[src/phymc_pkg.sv]
// shared constants and types for the phy management register slice
package phymc_pkg;

	// management register numbers
	localparam logic [4:0]  PHYMC_REG_LPNP    = 5'h08;
	localparam logic [4:0]  PHYMC_REG_MIICTL  = 5'h14;
	localparam logic [4:0]  PHYMC_REG_SERCNT  = 5'h15;
	localparam logic [4:0]  PHYMC_REG_INTCS   = 5'h1B;

	// preamble control field layout and reset values
	localparam int          PHYMC_BIT_PRE100  = 7;
	localparam int          PHYMC_BIT_PRE10   = 6;
	localparam logic [7:0]  PHYMC_MIICTL_HI   = 8'h00;
	localparam logic [5:0]  PHYMC_MIICTL_LO   = 6'h01;
	localparam logic [2:0]  PHYMC_STRAP_P100  = 3'h4;
	localparam logic [1:0]  PHYMC_STRAP_WAIT  = 2'h3;

	// interrupt enables sit above the status byte
	localparam int          PHYMC_ENA_MSB     = 15;
	localparam int          PHYMC_ENA_LSB     = 8;
	localparam int          PHYMC_NUM_SRC     = 8;
	localparam logic [15:0] PHYMC_CNT_MAX     = 16'hFFFF;
	localparam logic [15:0] PHYMC_CNT_ONE     = 16'h0001;

	// management frame fields
	localparam logic [5:0]  PHYMC_MD_PRE_ONES = 6'h20;
	localparam logic [5:0]  PHYMC_MD_HDR_LAST = 6'h0C;
	localparam logic [5:0]  PHYMC_MD_DAT_LAST = 6'h0F;
	localparam logic [1:0]  PHYMC_MD_OP_RD    = 2'h2;
	localparam logic [1:0]  PHYMC_MD_OP_WR    = 2'h1;

	// receive nibble stream
	localparam logic [3:0]  PHYMC_NIB_SFD     = 4'hD;
	localparam logic [1:0]  PHYMC_DROP100     = 2'h2;

	typedef enum logic [4:0] {
		PHYMC_MD_PRE = 5'h01,
		PHYMC_MD_HDR = 5'h02,
		PHYMC_MD_TA  = 5'h04,
		PHYMC_MD_RD  = 5'h08,
		PHYMC_MD_WR  = 5'h10
	} phymc_md_state_e;

endpackage

[src/phymc_mdio.sv]
// serial management frame engine: sync, decode, shift out read data
`timescale 1ns/100ps
module phymc_mdio
	import phymc_pkg::*;
(
	input  wire logic        clk_i,
	input  wire logic        rst_i,
	input  wire logic        mdc_i,
	input  wire logic        mdio_i,
	input  wire logic [4:0]  phy_addr_i,
	input  wire logic [15:0] rd_data_i,
	output logic             mdio_o,
	output logic             mdio_oe_o,
	output logic             rd_stb_o,
	output logic             wr_stb_o,
	output logic [4:0]       reg_addr_o,
	output logic [15:0]      wr_data_o
);

	typedef struct packed {
		logic            mdc_s1;
		logic            mdc_s2;
		logic            mdc_s3;
		logic            md_s1;
		logic            md_s2;
		phymc_md_state_e st;
		logic [5:0]      cnt;
		logic [15:0]     sh;
		logic            rd;
		logic [4:0]      addr;
		logic            out;
		logic            oe;
		logic            rd_stb;
		logic            wr_stb;
		logic [15:0]     wdat;
	} phymc_md_s;

	localparam phymc_md_s MD_RST = '{st: PHYMC_MD_PRE, default: '0};

	phymc_md_s   r_r;
	phymc_md_s   r_nxt;
	logic [12:0] hdr;
	logic        rise;

	assign hdr  = {r_r.sh[11:0], r_r.md_s2};
	assign rise = r_r.mdc_s2 && !r_r.mdc_s3;

	always_comb
	begin
		r_nxt        = r_r;
		r_nxt.mdc_s1 = mdc_i;
		r_nxt.mdc_s2 = r_r.mdc_s1;
		r_nxt.mdc_s3 = r_r.mdc_s2;
		r_nxt.md_s1  = mdio_i;
		r_nxt.md_s2  = r_r.md_s1;
		r_nxt.rd_stb = 1'b0;
		r_nxt.wr_stb = 1'b0;
		// capture in the clear cycle, so a status set just before it is not lost
		if (r_r.rd_stb)
			r_nxt.sh = rd_data_i;
		if (rise)
		begin
			case (r_r.st)
			PHYMC_MD_PRE:
			begin
				if (r_r.md_s2)
				begin
					if (r_r.cnt != PHYMC_MD_PRE_ONES)
						r_nxt.cnt = r_r.cnt + 6'h01;
				end
				else
				begin
					if (r_r.cnt == PHYMC_MD_PRE_ONES)
						r_nxt.st = PHYMC_MD_HDR;
					r_nxt.cnt = '0;
				end
			end
			PHYMC_MD_HDR:
			begin
				r_nxt.sh  = {r_r.sh[14:0], r_r.md_s2};
				r_nxt.cnt = r_r.cnt + 6'h01;
				if (r_r.cnt == PHYMC_MD_HDR_LAST)
				begin
					r_nxt.cnt  = '0;
					r_nxt.addr = hdr[4:0];
					r_nxt.rd   = (hdr[11:10] == PHYMC_MD_OP_RD);
					if (hdr[12] && hdr[9:5] == phy_addr_i
						&& (hdr[11:10] == PHYMC_MD_OP_RD || hdr[11:10] == PHYMC_MD_OP_WR))
						r_nxt.st = PHYMC_MD_TA;
					else
						r_nxt.st = PHYMC_MD_PRE;
				end
			end
			PHYMC_MD_TA:
			begin
				r_nxt.cnt = r_r.cnt + 6'h01;
				if (r_r.cnt == '0)
				begin
					// read data is loaded in the strobe cycle that follows
					r_nxt.oe     = r_r.rd;
					r_nxt.out    = 1'b0;
					r_nxt.rd_stb = r_r.rd;
				end
				else
				begin
					r_nxt.cnt = '0;
					r_nxt.st  = r_r.rd ? PHYMC_MD_RD : PHYMC_MD_WR;
					if (r_r.rd)
					begin
						r_nxt.out = r_r.sh[15];
						r_nxt.sh  = {r_r.sh[14:0], 1'b0};
					end
				end
			end
			PHYMC_MD_RD:
			begin
				r_nxt.cnt = r_r.cnt + 6'h01;
				r_nxt.out = r_r.sh[15];
				r_nxt.sh  = {r_r.sh[14:0], 1'b0};
				if (r_r.cnt == PHYMC_MD_DAT_LAST)
				begin
					r_nxt.oe  = 1'b0;
					r_nxt.out = 1'b0;
					r_nxt.cnt = '0;
					r_nxt.st  = PHYMC_MD_PRE;
				end
			end
			PHYMC_MD_WR:
			begin
				r_nxt.sh  = {r_r.sh[14:0], r_r.md_s2};
				r_nxt.cnt = r_r.cnt + 6'h01;
				if (r_r.cnt == PHYMC_MD_DAT_LAST)
				begin
					r_nxt.wr_stb = 1'b1;
					r_nxt.wdat   = {r_r.sh[14:0], r_r.md_s2};
					r_nxt.cnt    = '0;
					r_nxt.st     = PHYMC_MD_PRE;
				end
			end
			default:
			begin
				r_nxt = MD_RST;
			end
			endcase
		end
	end

	always_ff @(posedge clk_i)
	begin
		if (rst_i)
			r_r <= MD_RST;
		else
			r_r <= r_nxt;
	end

	assign mdio_o     = r_r.out;
	assign mdio_oe_o  = r_r.oe;
	assign rd_stb_o   = r_r.rd_stb;
	assign wr_stb_o   = r_r.wr_stb;
	assign reg_addr_o = r_r.addr;
	assign wr_data_o  = r_r.wdat;

endmodule // phymc_mdio

[src/phymc_preamble.sv]
// receive nibble stream preamble drop or restore
`timescale 1ns/100ps
module phymc_preamble
	import phymc_pkg::*;
(
	input  wire logic       clk_i,
	input  wire logic       rst_i,
	input  wire logic       speed100_i,
	input  wire logic       restore100_i,
	input  wire logic       restore10_i,
	input  wire logic       rx_stb_i,
	input  wire logic       rx_dv_i,
	input  wire logic [3:0] rxd_i,
	input  wire logic       rx_er_i,
	output logic            rx_stb_o,
	output logic            rx_dv_o,
	output logic [3:0]      rxd_o,
	output logic            rx_er_o
);

	typedef struct packed {
		logic [1:0] cnt;
		logic       sfd;
		logic       stb;
		logic       dv;
		logic [3:0] d;
		logic       er;
	} phymc_pre_s;

	phymc_pre_s r_r;
	phymc_pre_s r_nxt;
	logic       drop;

	// 100: one byte dropped for fixed latency; 10: everything before sfd
	// drop or pass
	assign drop = rx_dv_i && (speed100_i
		? (!restore100_i && r_r.cnt != PHYMC_DROP100)
		: (!restore10_i && !r_r.sfd && rxd_i != PHYMC_NIB_SFD));

	always_comb
	begin
		r_nxt     = r_r;
		r_nxt.stb = rx_stb_i;
		if (rx_stb_i)
		begin
			if (!rx_dv_i)
			begin
				r_nxt.cnt = '0;
				r_nxt.sfd = 1'b0;
			end
			else
			begin
				if (r_r.cnt != PHYMC_DROP100)
					r_nxt.cnt = r_r.cnt + 2'h1;
				if (rxd_i == PHYMC_NIB_SFD)
					r_nxt.sfd = 1'b1;
			end
			r_nxt.dv = rx_dv_i && !drop;
			r_nxt.d  = drop ? 4'h0 : rxd_i;
			r_nxt.er = rx_er_i && !drop;
		end
	end

	always_ff @(posedge clk_i)
	begin
		if (rst_i)
			r_r <= '0;
		else
			r_r <= r_nxt;
	end

	assign rx_stb_o = r_r.stb;
	assign rx_dv_o  = r_r.dv;
	assign rxd_o    = r_r.d;
	assign rx_er_o  = r_r.er;

endmodule // phymc_preamble

[src/phymc_regs.sv]
// management register slice: next page word, preamble control, counter, interrupts
`timescale 1ns/100ps
// Function
// - The 100 Mb preamble bit passes the preamble when 1, drops one byte when 0, and resets to 1 only for strap 100.
// - The 10 Mb preamble bit passes the preamble when 1, strips it up to the delimiter when 0, and resets to 0.
// - A 16-bit read-only count of frames with symbol errors resets to zero and clears when read.
// - A read-write jabber interrupt enable, reset 0, gates jabber events.
// - A read-write receive error interrupt enable, reset 0, gates receive error events.
// - A read-write page received interrupt enable, reset 0, gates new page events.
// - A read-write parallel detect fault interrupt enable, reset 0, gates those faults.
// - A read-write partner acknowledge interrupt enable, reset 0, gates those events.
// - A read-write link down interrupt enable, reset 0, gates loss of link.
// - A read-write remote fault interrupt enable, reset 0, gates remote faults.
// - A read-only bit, reset 0, shows whether the partner can act on its next page.
// - A read-only bit, reset 0, shows the partner toggle bit, inverse of the last sent toggle.
// - A read-write link up interrupt enable, reset 0, gates link up events.
// - A low status byte holds one sticky bit per source, set by its event and cleared by a read.
module phymc_regs
	import phymc_pkg::*;
(
	input  wire logic        clk_i,
	input  wire logic        rst_i,
	input  wire logic        mdc_i,
	input  wire logic        mdio_i,
	output logic             mdio_o,
	output logic             mdio_oe_o,
	input  wire logic [4:0]  phy_addr_i,
	input  wire logic [2:0]  config_i,
	input  wire logic        lp_np_load_i,
	input  wire logic [15:0] lp_np_word_i,
	input  wire logic        evt_jabber_i,
	input  wire logic        evt_page_rx_i,
	input  wire logic        evt_pd_fault_i,
	input  wire logic        evt_lp_ack_i,
	input  wire logic        evt_link_down_i,
	input  wire logic        evt_remote_fault_i,
	input  wire logic        evt_link_up_i,
	input  wire logic        speed100_i,
	input  wire logic        rx_stb_i,
	input  wire logic        rx_dv_i,
	input  wire logic [3:0]  rxd_i,
	input  wire logic        rx_er_i,
	output logic             rx_stb_o,
	output logic             rx_dv_o,
	output logic [3:0]       rxd_o,
	output logic             rx_er_o,
	output logic             irq_o
);

	typedef struct packed {
		logic [2:0]               cfg_s1;
		logic [2:0]               cfg_s2;
		logic [1:0]               strap_cnt;
		logic                     strap_done;
		logic                     pre100;
		logic                     pre10;
		logic [15:0]              lpnp;
		logic [15:0]              sercnt;
		logic                     ferr;
		logic [PHYMC_NUM_SRC-1:0] ena;
		logic [PHYMC_NUM_SRC-1:0] sts;
		logic                     irq;
	} phymc_regs_s;

	phymc_regs_s              r_r;
	phymc_regs_s              r_nxt;
	logic                     md_rd_stb;
	logic                     md_wr_stb;
	logic [4:0]               md_addr;
	logic [15:0]              md_wdat;
	logic [15:0]              rd_data;
	logic                     err_frame;
	logic [PHYMC_NUM_SRC-1:0] evt;
	logic [15:0]              cnt_base;
	logic                     cnt_clr;
	logic                     sts_clr;

	phymc_mdio u_mdio (
		.clk_i      (clk_i),
		.rst_i      (rst_i),
		.mdc_i      (mdc_i),
		.mdio_i     (mdio_i),
		.phy_addr_i (phy_addr_i),
		.rd_data_i  (rd_data),
		.mdio_o     (mdio_o),
		.mdio_oe_o  (mdio_oe_o),
		.rd_stb_o   (md_rd_stb),
		.wr_stb_o   (md_wr_stb),
		.reg_addr_o (md_addr),
		.wr_data_o  (md_wdat)
	);

	phymc_preamble u_pre (
		.clk_i        (clk_i),
		.rst_i        (rst_i),
		.speed100_i   (speed100_i),
		.restore100_i (r_r.pre100),
		.restore10_i  (r_r.pre10),
		.rx_stb_i     (rx_stb_i),
		.rx_dv_i      (rx_dv_i),
		.rxd_i        (rxd_i),
		.rx_er_i      (rx_er_i),
		.rx_stb_o     (rx_stb_o),
		.rx_dv_o      (rx_dv_o),
		.rxd_o        (rxd_o),
		.rx_er_o      (rx_er_o)
	);

	// a frame counts once, at its end, if any nibble carried an error
	assign err_frame = rx_stb_i && !rx_dv_i && r_r.ferr;

	// source order matches the status byte, bit 7 down to bit 0
	assign evt = {evt_jabber_i, err_frame, evt_page_rx_i, evt_pd_fault_i,
		evt_lp_ack_i, evt_link_down_i, evt_remote_fault_i, evt_link_up_i};

	assign cnt_clr  = md_rd_stb && md_addr == PHYMC_REG_SERCNT;
	assign sts_clr  = md_rd_stb && md_addr == PHYMC_REG_INTCS;
	assign cnt_base = cnt_clr ? '0 : r_r.sercnt;

	// read data; unmapped numbers read zero, reserved bits read their fixed values
	always_comb
	begin
		rd_data = '0;
		if (md_addr == PHYMC_REG_LPNP)
		begin
			rd_data = r_r.lpnp;
		end
		else if (md_addr == PHYMC_REG_MIICTL)
		begin
			rd_data = {PHYMC_MIICTL_HI, r_r.pre100, r_r.pre10, PHYMC_MIICTL_LO};
		end
		else if (md_addr == PHYMC_REG_SERCNT)
		begin
			rd_data = r_r.sercnt;
		end
		else if (md_addr == PHYMC_REG_INTCS)
		begin
			rd_data = {r_r.ena, r_r.sts};
		end
	end

	always_comb
	begin
		r_nxt        = r_r;
		r_nxt.cfg_s1 = config_i;
		r_nxt.cfg_s2 = r_r.cfg_s1;

		if (!r_r.strap_done)
		begin
			r_nxt.strap_cnt = r_r.strap_cnt + 2'h1;
			if (r_r.strap_cnt == PHYMC_STRAP_WAIT)
			begin
				r_nxt.strap_done = 1'b1;
				r_nxt.pre100     = (r_r.cfg_s2 == PHYMC_STRAP_P100);
			end
		end

		if (lp_np_load_i)
			r_nxt.lpnp = lp_np_word_i;

		if (rx_stb_i)
		begin
			if (!rx_dv_i)
				r_nxt.ferr = 1'b0;
			else if (rx_er_i)
				r_nxt.ferr = 1'b1;
		end

		r_nxt.sercnt = cnt_base;
		if (err_frame && cnt_base != PHYMC_CNT_MAX)
			r_nxt.sercnt = cnt_base + PHYMC_CNT_ONE;

		r_nxt.sts = (sts_clr ? '0 : r_r.sts) | evt;

		if (md_wr_stb)
		begin
			if (md_addr == PHYMC_REG_MIICTL)
			begin
				r_nxt.pre100 = md_wdat[PHYMC_BIT_PRE100];
				r_nxt.pre10  = md_wdat[PHYMC_BIT_PRE10];
			end
			else if (md_addr == PHYMC_REG_INTCS)
			begin
				r_nxt.ena = md_wdat[PHYMC_ENA_MSB:PHYMC_ENA_LSB];
			end
		end

		r_nxt.irq = |(r_nxt.sts & r_nxt.ena);
	end

	// strap wait also covers the two sync stages
	always_ff @(posedge clk_i)
	begin
		if (rst_i)
			r_r <= '0;
		else
			r_r <= r_nxt;
	end

	assign irq_o = r_r.irq;

endmodule // phymc_regs

[config.mk]
export PLATFORM = sky130hd
export DESIGN_NAME = phymc_regs
export DESIGN_NICKNAME = d
export VERILOG_FILES = /design/src/phymc_pkg.sv /design/src/phymc_mdio.sv /design/src/phymc_preamble.sv /design/src/phymc_regs.sv
export SDC_FILE = /design/constraint.sdc
export NUM_CORES = 1
export LEC_CHECK = 0
export BUFFER_PORTS_ARGS = -buffer_cell sky130_fd_sc_hd__buf_4
export CORE_ASPECT_RATIO = 0.7
export CORE_MARGIN = 4
export CORE_UTILIZATION = 45
export CTS_BUF_LIST = sky130_fd_sc_hd__clkbuf_4
export CTS_CLUSTER_DIAMETER = 100
export CTS_CLUSTER_SIZE = 16
export DETAILED_ROUTE_END_ITERATION = 10
export GPL_TIMING_DRIVEN = 0
export SKIP_CTS_REPAIR_TIMING = 1
export SLEW_MARGIN = 20
export SYNTH_ARGS = -nofsm -noshare
export SYNTH_HDL_FRONTEND = slang
export SYNTH_SLANG_ARGS = --single-unit
[constraint.sdc]
create_clock -name clk_i -period 6.77 [get_ports clk_i]
set_input_delay 2.031 -clock clk_i [delete_from_list [all_inputs] [get_ports clk_i]]
set_output_delay 2.031 -clock clk_i [all_outputs]
set_load 0.05 [all_outputs]
== After elaboration in Yosys (flattened, before gate mapping) ==
Index checks and enable logic that the tools add are counted.
Operators by class
  $mul: 0
  mux-type cells: 46
  shift operators: 0
  eq/ne operators: 35
  $lt $le $gt $ge: 0
  divide/modulo/power cells: 0
  bitwise logic cells: 8
  add/sub/neg operators: 4
  reduce and logical (&&, ||, !) cells: 41
Operator list (number)
  $mux 16: 8
  $pmux 16 s4: 1
  $mux 58: 1
  $pmux 11 s4: 1
  $pmux 17 s2: 1
  $mux 8: 4
  $mux 27: 1
  $mux 11: 2
  $eq 5x5->1 const B: 4
  $mux 5: 4
  $mux 6: 3
  $ne 2x1->1 const B: 9
  $mux 17: 1
  $add 16x1->16 const B: 1
  $ne 16x16->1 const B: 1
  $logic_and 1x1->1: 14
  $mux 2: 7
  $eq 6x4->1 const B: 2
  $pmux 6 s2: 1
  $reduce_or 4->1: 3
  $eq 5x4->1 const B: 2
  $reduce_and 2->1: 5
  $reduce_and 3->1: 3
  $and 8x8->8: 1
  other kinds (31): 54
Storage, ports and cells
  memories kept: 0
  bits in registers: 129
  memory bits (read-only): 0
  bits in latches: 0
  memory bits (writable): 0
  output and inout port bits: 10
  word-level logic and storage cells: 167

== Logic depth before layout (Yosys ltp) ==
Gate-level depths: netlist of the first run.
  depth in word-level cells: 10
  mapped depth: 11

== Hierarchy ==
Synthesis of the first run repeated with hierarchy kept, for this count alone.
Unflattened totals
  cells, all modules: 661
  area, all modules: 6187.2 um^2
By module, submodules not included
  phymc_mdio: area each 2927.8 um^2, times used 1, cells an instance 310
  phymc_regs: area each 2753.9 um^2, times used 1, cells an instance 302
  phymc_preamble: area each 505.5 um^2, times used 1, cells an instance 49

== Least setup slack after synthesis of the first run ==
Ideal clock, no wire load.
  path type: input to register
  start point: input rx_dv_i
  end point: register r_r[27] (netlist name)
  required time: 6.642 ns
  path slack: 3.457 ns
  setup time: 0.128 ns
  data arrival time: 3.186 ns
  stages: 5
  cell sequence: nand3b_1 -> nor4b_1 -> nand4_1 -> xnor2_1 -> nor2_1
Between the ends
  longest elaborated chain between the ends: 5
Ends and longest elaborated chain
  from (decl): line phymc_regs.sv:40  | input wire logic rx_dv_i,
  $logic_not 1->1
  $logic_and 1x1->1 (2 in a row): line phymc_regs.sv:110  | assign err_frame = rx_stb_i && !rx_dv_i && r_r.ferr;
  $logic_and 1x1->1: line phymc_regs.sv:170  | if (err_frame && cnt_base != PHYMC_CNT_MAX)
  $mux 16: line phymc_regs.sv:170
  to (signal assigned): line phymc_regs.sv:197  | r_r <= r_nxt;
  to (decl): line phymc_regs.sv:65  | phymc_regs_s r_r;
No other way between the ends.
A chain may end at the register's enable or synchronous reset.

== Final worst setup path of the first run ==
  start point: register u_mdio.r_r (netlist bit u_mdio.reg_addr_o[2])
  end point: register r_r[28] (netlist name)
Between the ends
  longest elaborated chain between the ends: 6
  elaborated cells between the ends (all ways): 7
  classes of those cells: add/sub (1); eq/ne (2); mux (2); reduce/logical (2)
Ends and longest elaborated chain
  from (decl): line phymc_mdio.sv:40  | phymc_md_s r_r;
  from (signal assigned): line phymc_mdio.sv:153  | r_r <= r_nxt;
  $eq 5x5->1 (*): line phymc_regs.sv:116  | assign cnt_clr = md_rd_stb && md_addr == PHYMC_REG_SERCNT;
  $logic_and 1x1->1 (*): line phymc_regs.sv:116
  $mux 16 (*): line phymc_regs.sv:118  | assign cnt_base = cnt_clr ? '0 : r_r.sercnt;
  branches (longest 2 deep; another with $add 16x1->16)
  $mux 16 (*): line phymc_regs.sv:170
Every way passes the cells marked *.

==> results of run 1 <==
-- cell families after synthesis --
family          Yosys count  synth area share
fa+ha+maj                 6            0.0134
xor+xnor                 22            0.0344
compound gates          125             0.153
mux                      37            0.0662
flops                   123             0.440
simple gates            290             0.254
buf+inv                  51            0.0387
-- area by class of cell --
cell class	instances	area, um2
tap	157	196
clock buffer	19	143
buffer	42	183
inverter	9	33.8
timing repair buffer	52	390
fill	1168	5480
clock inverter	10	128
sequential	123	2460
multi-input combinational	480	2920
-- sequential cells by signal, summed over array words and instances (netlist names), 3 cells and up --
register / count
r_nxt: 3
u_pre.r_r: 3
u_mdio.hdr: 13
r_r: 57
u_mdio.r_r: 20
u_mdio.reg_addr_o: 5
u_mdio.wr_data_o: 10
u_pre.rxd_o: 4
-- synthesized netlist by cell type (9+ instances only) --
master	instances	area share
sky130_fd_sc_hd__nand4_1	11	0.012
sky130_fd_sc_hd__a222oi_1	13	0.023
sky130_fd_sc_hd__xnor2_1	12	0.019
sky130_fd_sc_hd__clkbuf_1	28	0.019
sky130_fd_sc_hd__and3_1	9	0.010
sky130_fd_sc_hd__nand3_1	26	0.023
sky130_fd_sc_hd__nor2b_1	19	0.021
sky130_fd_sc_hd__dfxtp_1	123	0.44
sky130_fd_sc_hd__and2_1	15	0.017
sky130_fd_sc_hd__mux2i_1	37	0.066
sky130_fd_sc_hd__nor3_1	17	0.015
sky130_fd_sc_hd__nand2_1	69	0.046
sky130_fd_sc_hd__a22o_1	15	0.023
sky130_fd_sc_hd__nor2_1	89	0.060
sky130_fd_sc_hd__inv_1	9	0.0060
sky130_fd_sc_hd__a21oi_1	49	0.044
sky130_fd_sc_hd__xor2_1	10	0.016
-- per-stage QoR --
stage | area [um2] | util | cells | total power (W)
after floorplan | 5590 | - | 654 | 0.000818
after global placement | 6180 | 0.518 | 863 | 0.000860
after detailed placement | 6180 | 0.518 | 863 | 0.000863
after CTS | 6450 | 0.541 | 892 | 0.00138
after global routing | 6450 | 0.541 | 892 | 0.00142
final | 6450 | 0.541 | 892 | 0.00137
-- path summary, 6_finish.rpt --
check | slack, ns | startpoint | depth (start not counted) | endpoint
max | 3.21 | u_mdio.reg_addr_o[2]$_SDFFE_PP0P_ | 11 | r_r[28]$_SDFF_PP0_
min | 0.44 | u_mdio.r_r[54]$_SDFF_PP0_ | 1 | u_mdio.hdr[0]$_SDFF_PP0_
max reg2reg | 3.21 | u_mdio.reg_addr_o[2]$_SDFFE_PP0P_ | 11 | r_r[28]$_SDFF_PP0_
min reg2reg | 0.44 | u_mdio.r_r[54]$_SDFF_PP0_ | 1 | u_mdio.hdr[0]$_SDFF_PP0_
-- report_power, final --
part	internal (W)	switching, W	total (W)
registers	0.000741	0.0000107	0.000752
clock network	0.000254	0.000267	0.000521
logic	0.0000408	0.0000531	0.0000939
-- cell usage in the layout, fill, tap and decap left out, types with 4 or more instances in the layout --
cell	instances
sky130_fd_sc_hd__a21oi_1	49
sky130_fd_sc_hd__and3_1	9
sky130_fd_sc_hd__nand4b_1	4
sky130_fd_sc_hd__ha_1	6
sky130_fd_sc_hd__o21ai_0	8
sky130_fd_sc_hd__xor2_1	10
sky130_fd_sc_hd__nor2_1	89
sky130_fd_sc_hd__nor4_1	4
sky130_fd_sc_hd__and2_1	15
sky130_fd_sc_hd__nand2b_1	5
sky130_fd_sc_hd__a22oi_1	5
sky130_fd_sc_hd__a222oi_1	13
sky130_fd_sc_hd__nor2b_1	19
sky130_fd_sc_hd__dfxtp_1	123
sky130_fd_sc_hd__mux2i_1	37
sky130_fd_sc_hd__nand4_1	11
sky130_fd_sc_hd__a31oi_1	8
sky130_fd_sc_hd__clkbuf_1	28
sky130_fd_sc_hd__nor3_1	17
sky130_fd_sc_hd__buf_4	56
sky130_fd_sc_hd__clkbuf_4	19
sky130_fd_sc_hd__buf_2	8
sky130_fd_sc_hd__nand2_1	69
sky130_fd_sc_hd__inv_1	9
sky130_fd_sc_hd__nand3_1	26
sky130_fd_sc_hd__a22o_1	15
sky130_fd_sc_hd__xnor2_1	12
-- routing by layer --
metal | track usage | share of wire | vias to the layer above
li1 | - | - | 2452
met1 | 0.341 | 0.50 | 2374
met2 | 0.302 | 0.40 | 208
met3 | 0.0519 | 0.081 | 18
met4 | 0.0789 | 0.017 | 0
met5 | 0 | 0 | -
==> impl_results.md, run 1 <==
* Slowest cell on the critical path: sky130_fd_sc_hd__a31oi_1
* Outcome: finished clean
* Max IR drop VDD at 0.136 mV
* Nets@finish at 775
* Clk root buf: sky130_fd_sc_hd__clkbuf_4
* Unrepaired setup endpoints after global routing: no
* Count of maximum capacitance violations at 0
* Data arrival at the endpoint of the critical path at 3.96 ns
* Residual overflow from global routing at 0
* Inserted Clock Buffers at 17
* Clock Path Buffers at 2
* Fraction of synthesis flops using an asynchronous set or reset pin at 0
* Sum of net half-perimeters after detailed placement at 12100 um
* Unique cell type count in the Yosys netlist at 59
* Peak Freq at 281 MHz
* Syn avg cell area at 8.55 um2
* GP Congestion at 0.914
* Static Leakage at 2.44 nW
* X dimension of the die at 141 um
* Area of the core at 11900 um2
* Critical Path Most Common Cell: sky130_fd_sc_hd__nand3_1
* Vias per std cell at 5.66
* Synth Cell Area at 5590 um2
* WL/cell at 17.9 um
* Least setup slack across all paths after layout at 3.21 ns
* Fraction of the cycle the final worst path needs at 0.526
* Syn nets at 704
* Worst slew margin relative to its limit at 0.331
* Detailed-routing iteration count for the pre-antenna-repair pass at 6
* Worst stage delay on the critical path at 0.65 ns
* Aggregate routed wire length at 15900 um
* CTS tree: yes
* Post-Place Setup Slack at 2.83 ns
* Required time at the worst-slack endpoint at 7.17 ns
* Worst-case hold slack at 0.439 ns
* Share of post-route cells with drive strength above 1 at 0.137
* Max-slew violation count at 0
* Buffering stage count on the worst path with inverters included at 1
* Critical path startpoint category: flip-flop
* Effective utilization at floorplan at 0.469
* Synth Instances at 654
* Count of input and output buffers at 52
* Kind of capture point of the worst setup path: flip-flop
* Chip height at 101 um
* Share of synthesized area occupied by flip-flops and latches at 0.440
* Initial antenna violation count at 0
* Setup TNS after final layout at 0 ns
* Flip-flop and latch count after synthesis at 123
* # rows at 33
* Final Skew at 0.0172 ns
* Cell-by-cell trace of the critical path: nor3b_1 > nand3_1 > clkbuf_1 > and2_1 > ha_1 > nand3_1 > a311oi_1 > a31oi_1 > nand3_1 > xor2_1 > nor2_1
* Layout overhead on the synthesized area at 15.3%
* Clock transition at the registers of the reported paths at 0.11 ns
* Number of DRC violations after detailed routing at 0
* Worst Path Max Fanout at 10
* Area of the die at 14300 um2
* Setup CP Type: reg -> reg
* CTS H-Tree Depth at 4
* Final setup violation count at 0
* Total inserted antenna cells at 0
* Sink Count at 123
* Power per standard cell area at 212 nW/um2
* Final Hold Viols at 0
* Count of flip-flops with a built-in enable after synthesis at 0
* Yosys warnings at 0
* Gr usage total at 0.223
* Kind of cell with the highest combined delay on the critical path: simple AND/OR/NAND/NOR gates
* Number of global-route vias before repair at 4584
* Number of design-rule violations left by the first detailed-router iteration at 510
* Primary FF master, synth: sky130_fd_sc_hd__dfxtp_1
* Wire length of the first global-routing pass at 24700 um
* Worst hold-check path type: reg -> reg
* Min Tclk post-route at 3.56 ns
* Antenna viol nets, final at 0
* I/O Pins at 54
* Vias after detailed routing at 5052
* Worst skew pair latency at 0.51 ns
* Maximum number of pins on one net before global-route repair at 17
* Measured slew at the worst slew-check pin at 0.989 ns
(Power assumes the default switching activity.)
==> inputs of run 2 (changes only) <==
- clock period: 6.77 -> 3.46 ns (I/O delays scaled with it)
==> run 2 against run 1 <==
  * Clock-buffer cell count unchanged
  * Clock power up 96%
  * First-iteration DRC count down 2.2%
  * Wire length about the same
  * Total power up 96%
  * Highest routed layer unchanged
==> impl_results.md, run 2 (synthesis gave the netlist of run 1 again) <==
* Hold Path Stages at 1 (unchanged)
* Vias after detailed routing at 5044 (-0.16%)
* Placed instance area at 6180 um2 (unchanged)
* Worst-case hold slack at 0.439 ns (+0.000271 ns)
* Area of the die at 14300 um2 (unchanged)
* Most common library cell in the layout ignoring fill and taps: sky130_fd_sc_hd__dfxtp_1
* Outcome: finished clean
* Required time at the worst-slack endpoint at 3.84 ns (-3.33 ns)
* I/O Pins at 54 (unchanged)
* Measured slew at the worst slew-check pin at 0.923 ns (-0.0662 ns)
* Leading cell types in the layout, fill and taps excluded: 123 x sky130_fd_sc_hd__dfxtp_1, 89 x sky130_fd_sc_hd__nor2_1, 69 x sky130_fd_sc_hd__nand2_1
* Count of input and output buffers at 52 (unchanged)
* Power per standard cell area at 414 nW/um2 (+95%)
* Number of gates on the worst path with buffers counted at 11 (unchanged)
* Sum of net half-perimeters after detailed placement at 12100 um (unchanged)
* Kind of cell with the highest combined delay on the critical path: simple AND/OR/NAND/NOR gates
* Launch point of the worst path: u_mdio.reg_addr_o[0]$_SDFFE_PP0P_
* # rows at 33 (unchanged)
* Total inserted antenna cells at 0 (unchanged)
* Maximum number of pins on one net before global-route repair at 17 (unchanged)
* Slowest cell on the critical path: sky130_fd_sc_hd__a311oi_2
* Share of post-route cells with drive strength above 1 at 0.141 (+0.00408)
* Sink Count at 123 (unchanged)
* Clock transition at the registers of the reported paths at 0.11 ns (about the same)
* Max IR drop VDD at 0.266 mV (+96%)
* Largest register FFs at 57 (unchanged)
* WL/cell at 17.9 um (about the same)
* Number of global-route vias before repair at 4584 (unchanged)
* Register containing the most flip-flops in the final layout: r_r
* Worst skew pair latency at 0.51 ns (about the same)
* Detailed-routing iteration count for the pre-antenna-repair pass at 7 (+1)
* Number of DRC violations after detailed routing at 0 (unchanged)
* Worst hold start: u_mdio.r_r[54]$_SDFF_PP0_
* Final setup violation count at 0 (unchanged)
* Count of maximum capacitance violations at 0 (unchanged)
* Final Hold Viols at 0 (unchanged)
* Post-Layout Inst Area at 6470 um2 (+0.27%)
* Worst reg-to-reg path cell count at 11 (unchanged)
* Peak Freq at 318 MHz (+13%)
* Worst Path Max Fanout at 10 (unchanged)
* Layout overhead on the synthesized area at 15.6%
* Kind of capture point of the worst setup path: flip-flop
* Clock Path Buffers at 2 (unchanged)
* Vias per std cell at 5.65 (-0.16%)
* Residual overflow from global routing at 0 (unchanged)
* Fraction of the cycle the final worst path needs at 0.910 (+0.384)
* Setup TNS after final layout at 0 ns (unchanged)
* Buffering stage count on the worst path with inverters included at 1 (unchanged)
* Min Tclk post-route at 3.15 ns (-0.415 ns)
* Aggregate routed wire length at 15900 um (about the same)
* Initial antenna violation count at 0 (unchanged)
* Worst stage delay on the critical path at 0.54 ns (-0.11 ns)
* Startpoint of the worst-slack reg-to-reg timing path: u_mdio.reg_addr_o[0]$_SDFFE_PP0P_
* Static Leakage at 2.44 nW (+0.22%)
* Number of design-rule violations left by the first detailed-router iteration at 499 (-2.2%)
* Final Skew at 0.0170 ns (-0.000173 ns)
* Cell-by-cell trace of the critical path: and2_1 > nand3_1 > clkbuf_1 > and2_1 > ha_1 > nand3_1 > a311oi_2 > a31oi_2 > nand4_1 > xor2_1 > nor2_1
* Antenna viol nets, final at 0 (unchanged)
* Worst hold-check path type: reg -> reg
* Gr usage total at 0.223 (unchanged)
* Max-slew violation count at 0 (unchanged)
* Effective utilization at floorplan at 0.469 (unchanged)
* Unrepaired setup endpoints after global routing: no
* Chip height at 101 um (unchanged)
* CTS tree: yes
* Setup CP Type: reg -> reg
* Area of the core at 11900 um2 (unchanged)
* X dimension of the die at 141 um (unchanged)
* Sum of internal, switching and leakage power at 0.00268 W (+96%)
* Inserted Clock Buffers at 17 (unchanged)
* CTS H-Tree Depth at 4 (unchanged)
* Clk root buf: sky130_fd_sc_hd__clkbuf_4
* Nets@finish at 775 (unchanged)
* GP Congestion at 0.914 (unchanged)
* Data arrival at the endpoint of the critical path at 3.53 ns (-0.43 ns)
* Critical path startpoint category: flip-flop
* Wire length of the first global-routing pass at 24700 um (unchanged)
* Worst slew margin relative to its limit at 0.376 (+0.0448)
## run 2: changes by cell type in the layout (fill, tap and decap cells not counted)
cell and change:
sky130_fd_sc_hd__a311oi_1 -1, sky130_fd_sc_hd__a311oi_2 +1, sky130_fd_sc_hd__a31oi_2 +1, sky130_fd_sc_hd__nor3b_1 -1, sky130_fd_sc_hd__a31oi_1 -1, sky130_fd_sc_hd__nor3b_2 +1
## run 2: where the power goes
part / switching, W / total, W / internal, W
combinational: 0.000104 / 0.000184 / 0.0000800
clock: 0.000525 / 0.00102 / 0.000497
sequential: 0.0000208 / 0.00147 / 0.00145
total: 0.000650 / 0.00268 / 0.00203
## run 2: path summary, 6_finish.rpt
check	to	slack, ns
worst min register to register	u_mdio.hdr[0]$_SDFF_PP0_	0.44
worst min-delay path	u_mdio.hdr[0]$_SDFF_PP0_	0.44
worst max register to register	r_r[21]$_SDFF_PP0_	0.31
worst max-delay path	r_r[21]$_SDFF_PP0_	0.31
## run 2: area by class of cell
class / instances / area [um2]
buffer: 42 / 183
clock buffer: 19 / 143
clock inverter: 10 / 128
fill: 1166 / 5460
inverter: 9 / 33.8
multi-input combinational: 480 / 2930
sequential: 123 / 2460
tap: 157 / 196
timing repair buffer: 52 / 390
## run 2: stage by stage
step                utilization  worst slack, ns  instances
finish                    0.542            0.312        892
global route              0.542           0.0469        892
CTS                       0.541           0.0318        892
detailed placement        0.518           0.0726        863
global placement          0.518            0.104        863
floorplan                     -            0.939        654
## run 2: routing by layer
| layer | GRT usage | vias up | part of all wire |
|---|---|---|---|
| met3 | 0.0519 | 25 | 0.078 |
| met2 | 0.302 | 206 | 0.39 |
| met5 | 0 | - | 0 |
| li1 | - | 2452 | - |
| met4 | 0.0789 | 0 | 0.020 |
| met1 | 0.341 | 2361 | 0.51 |
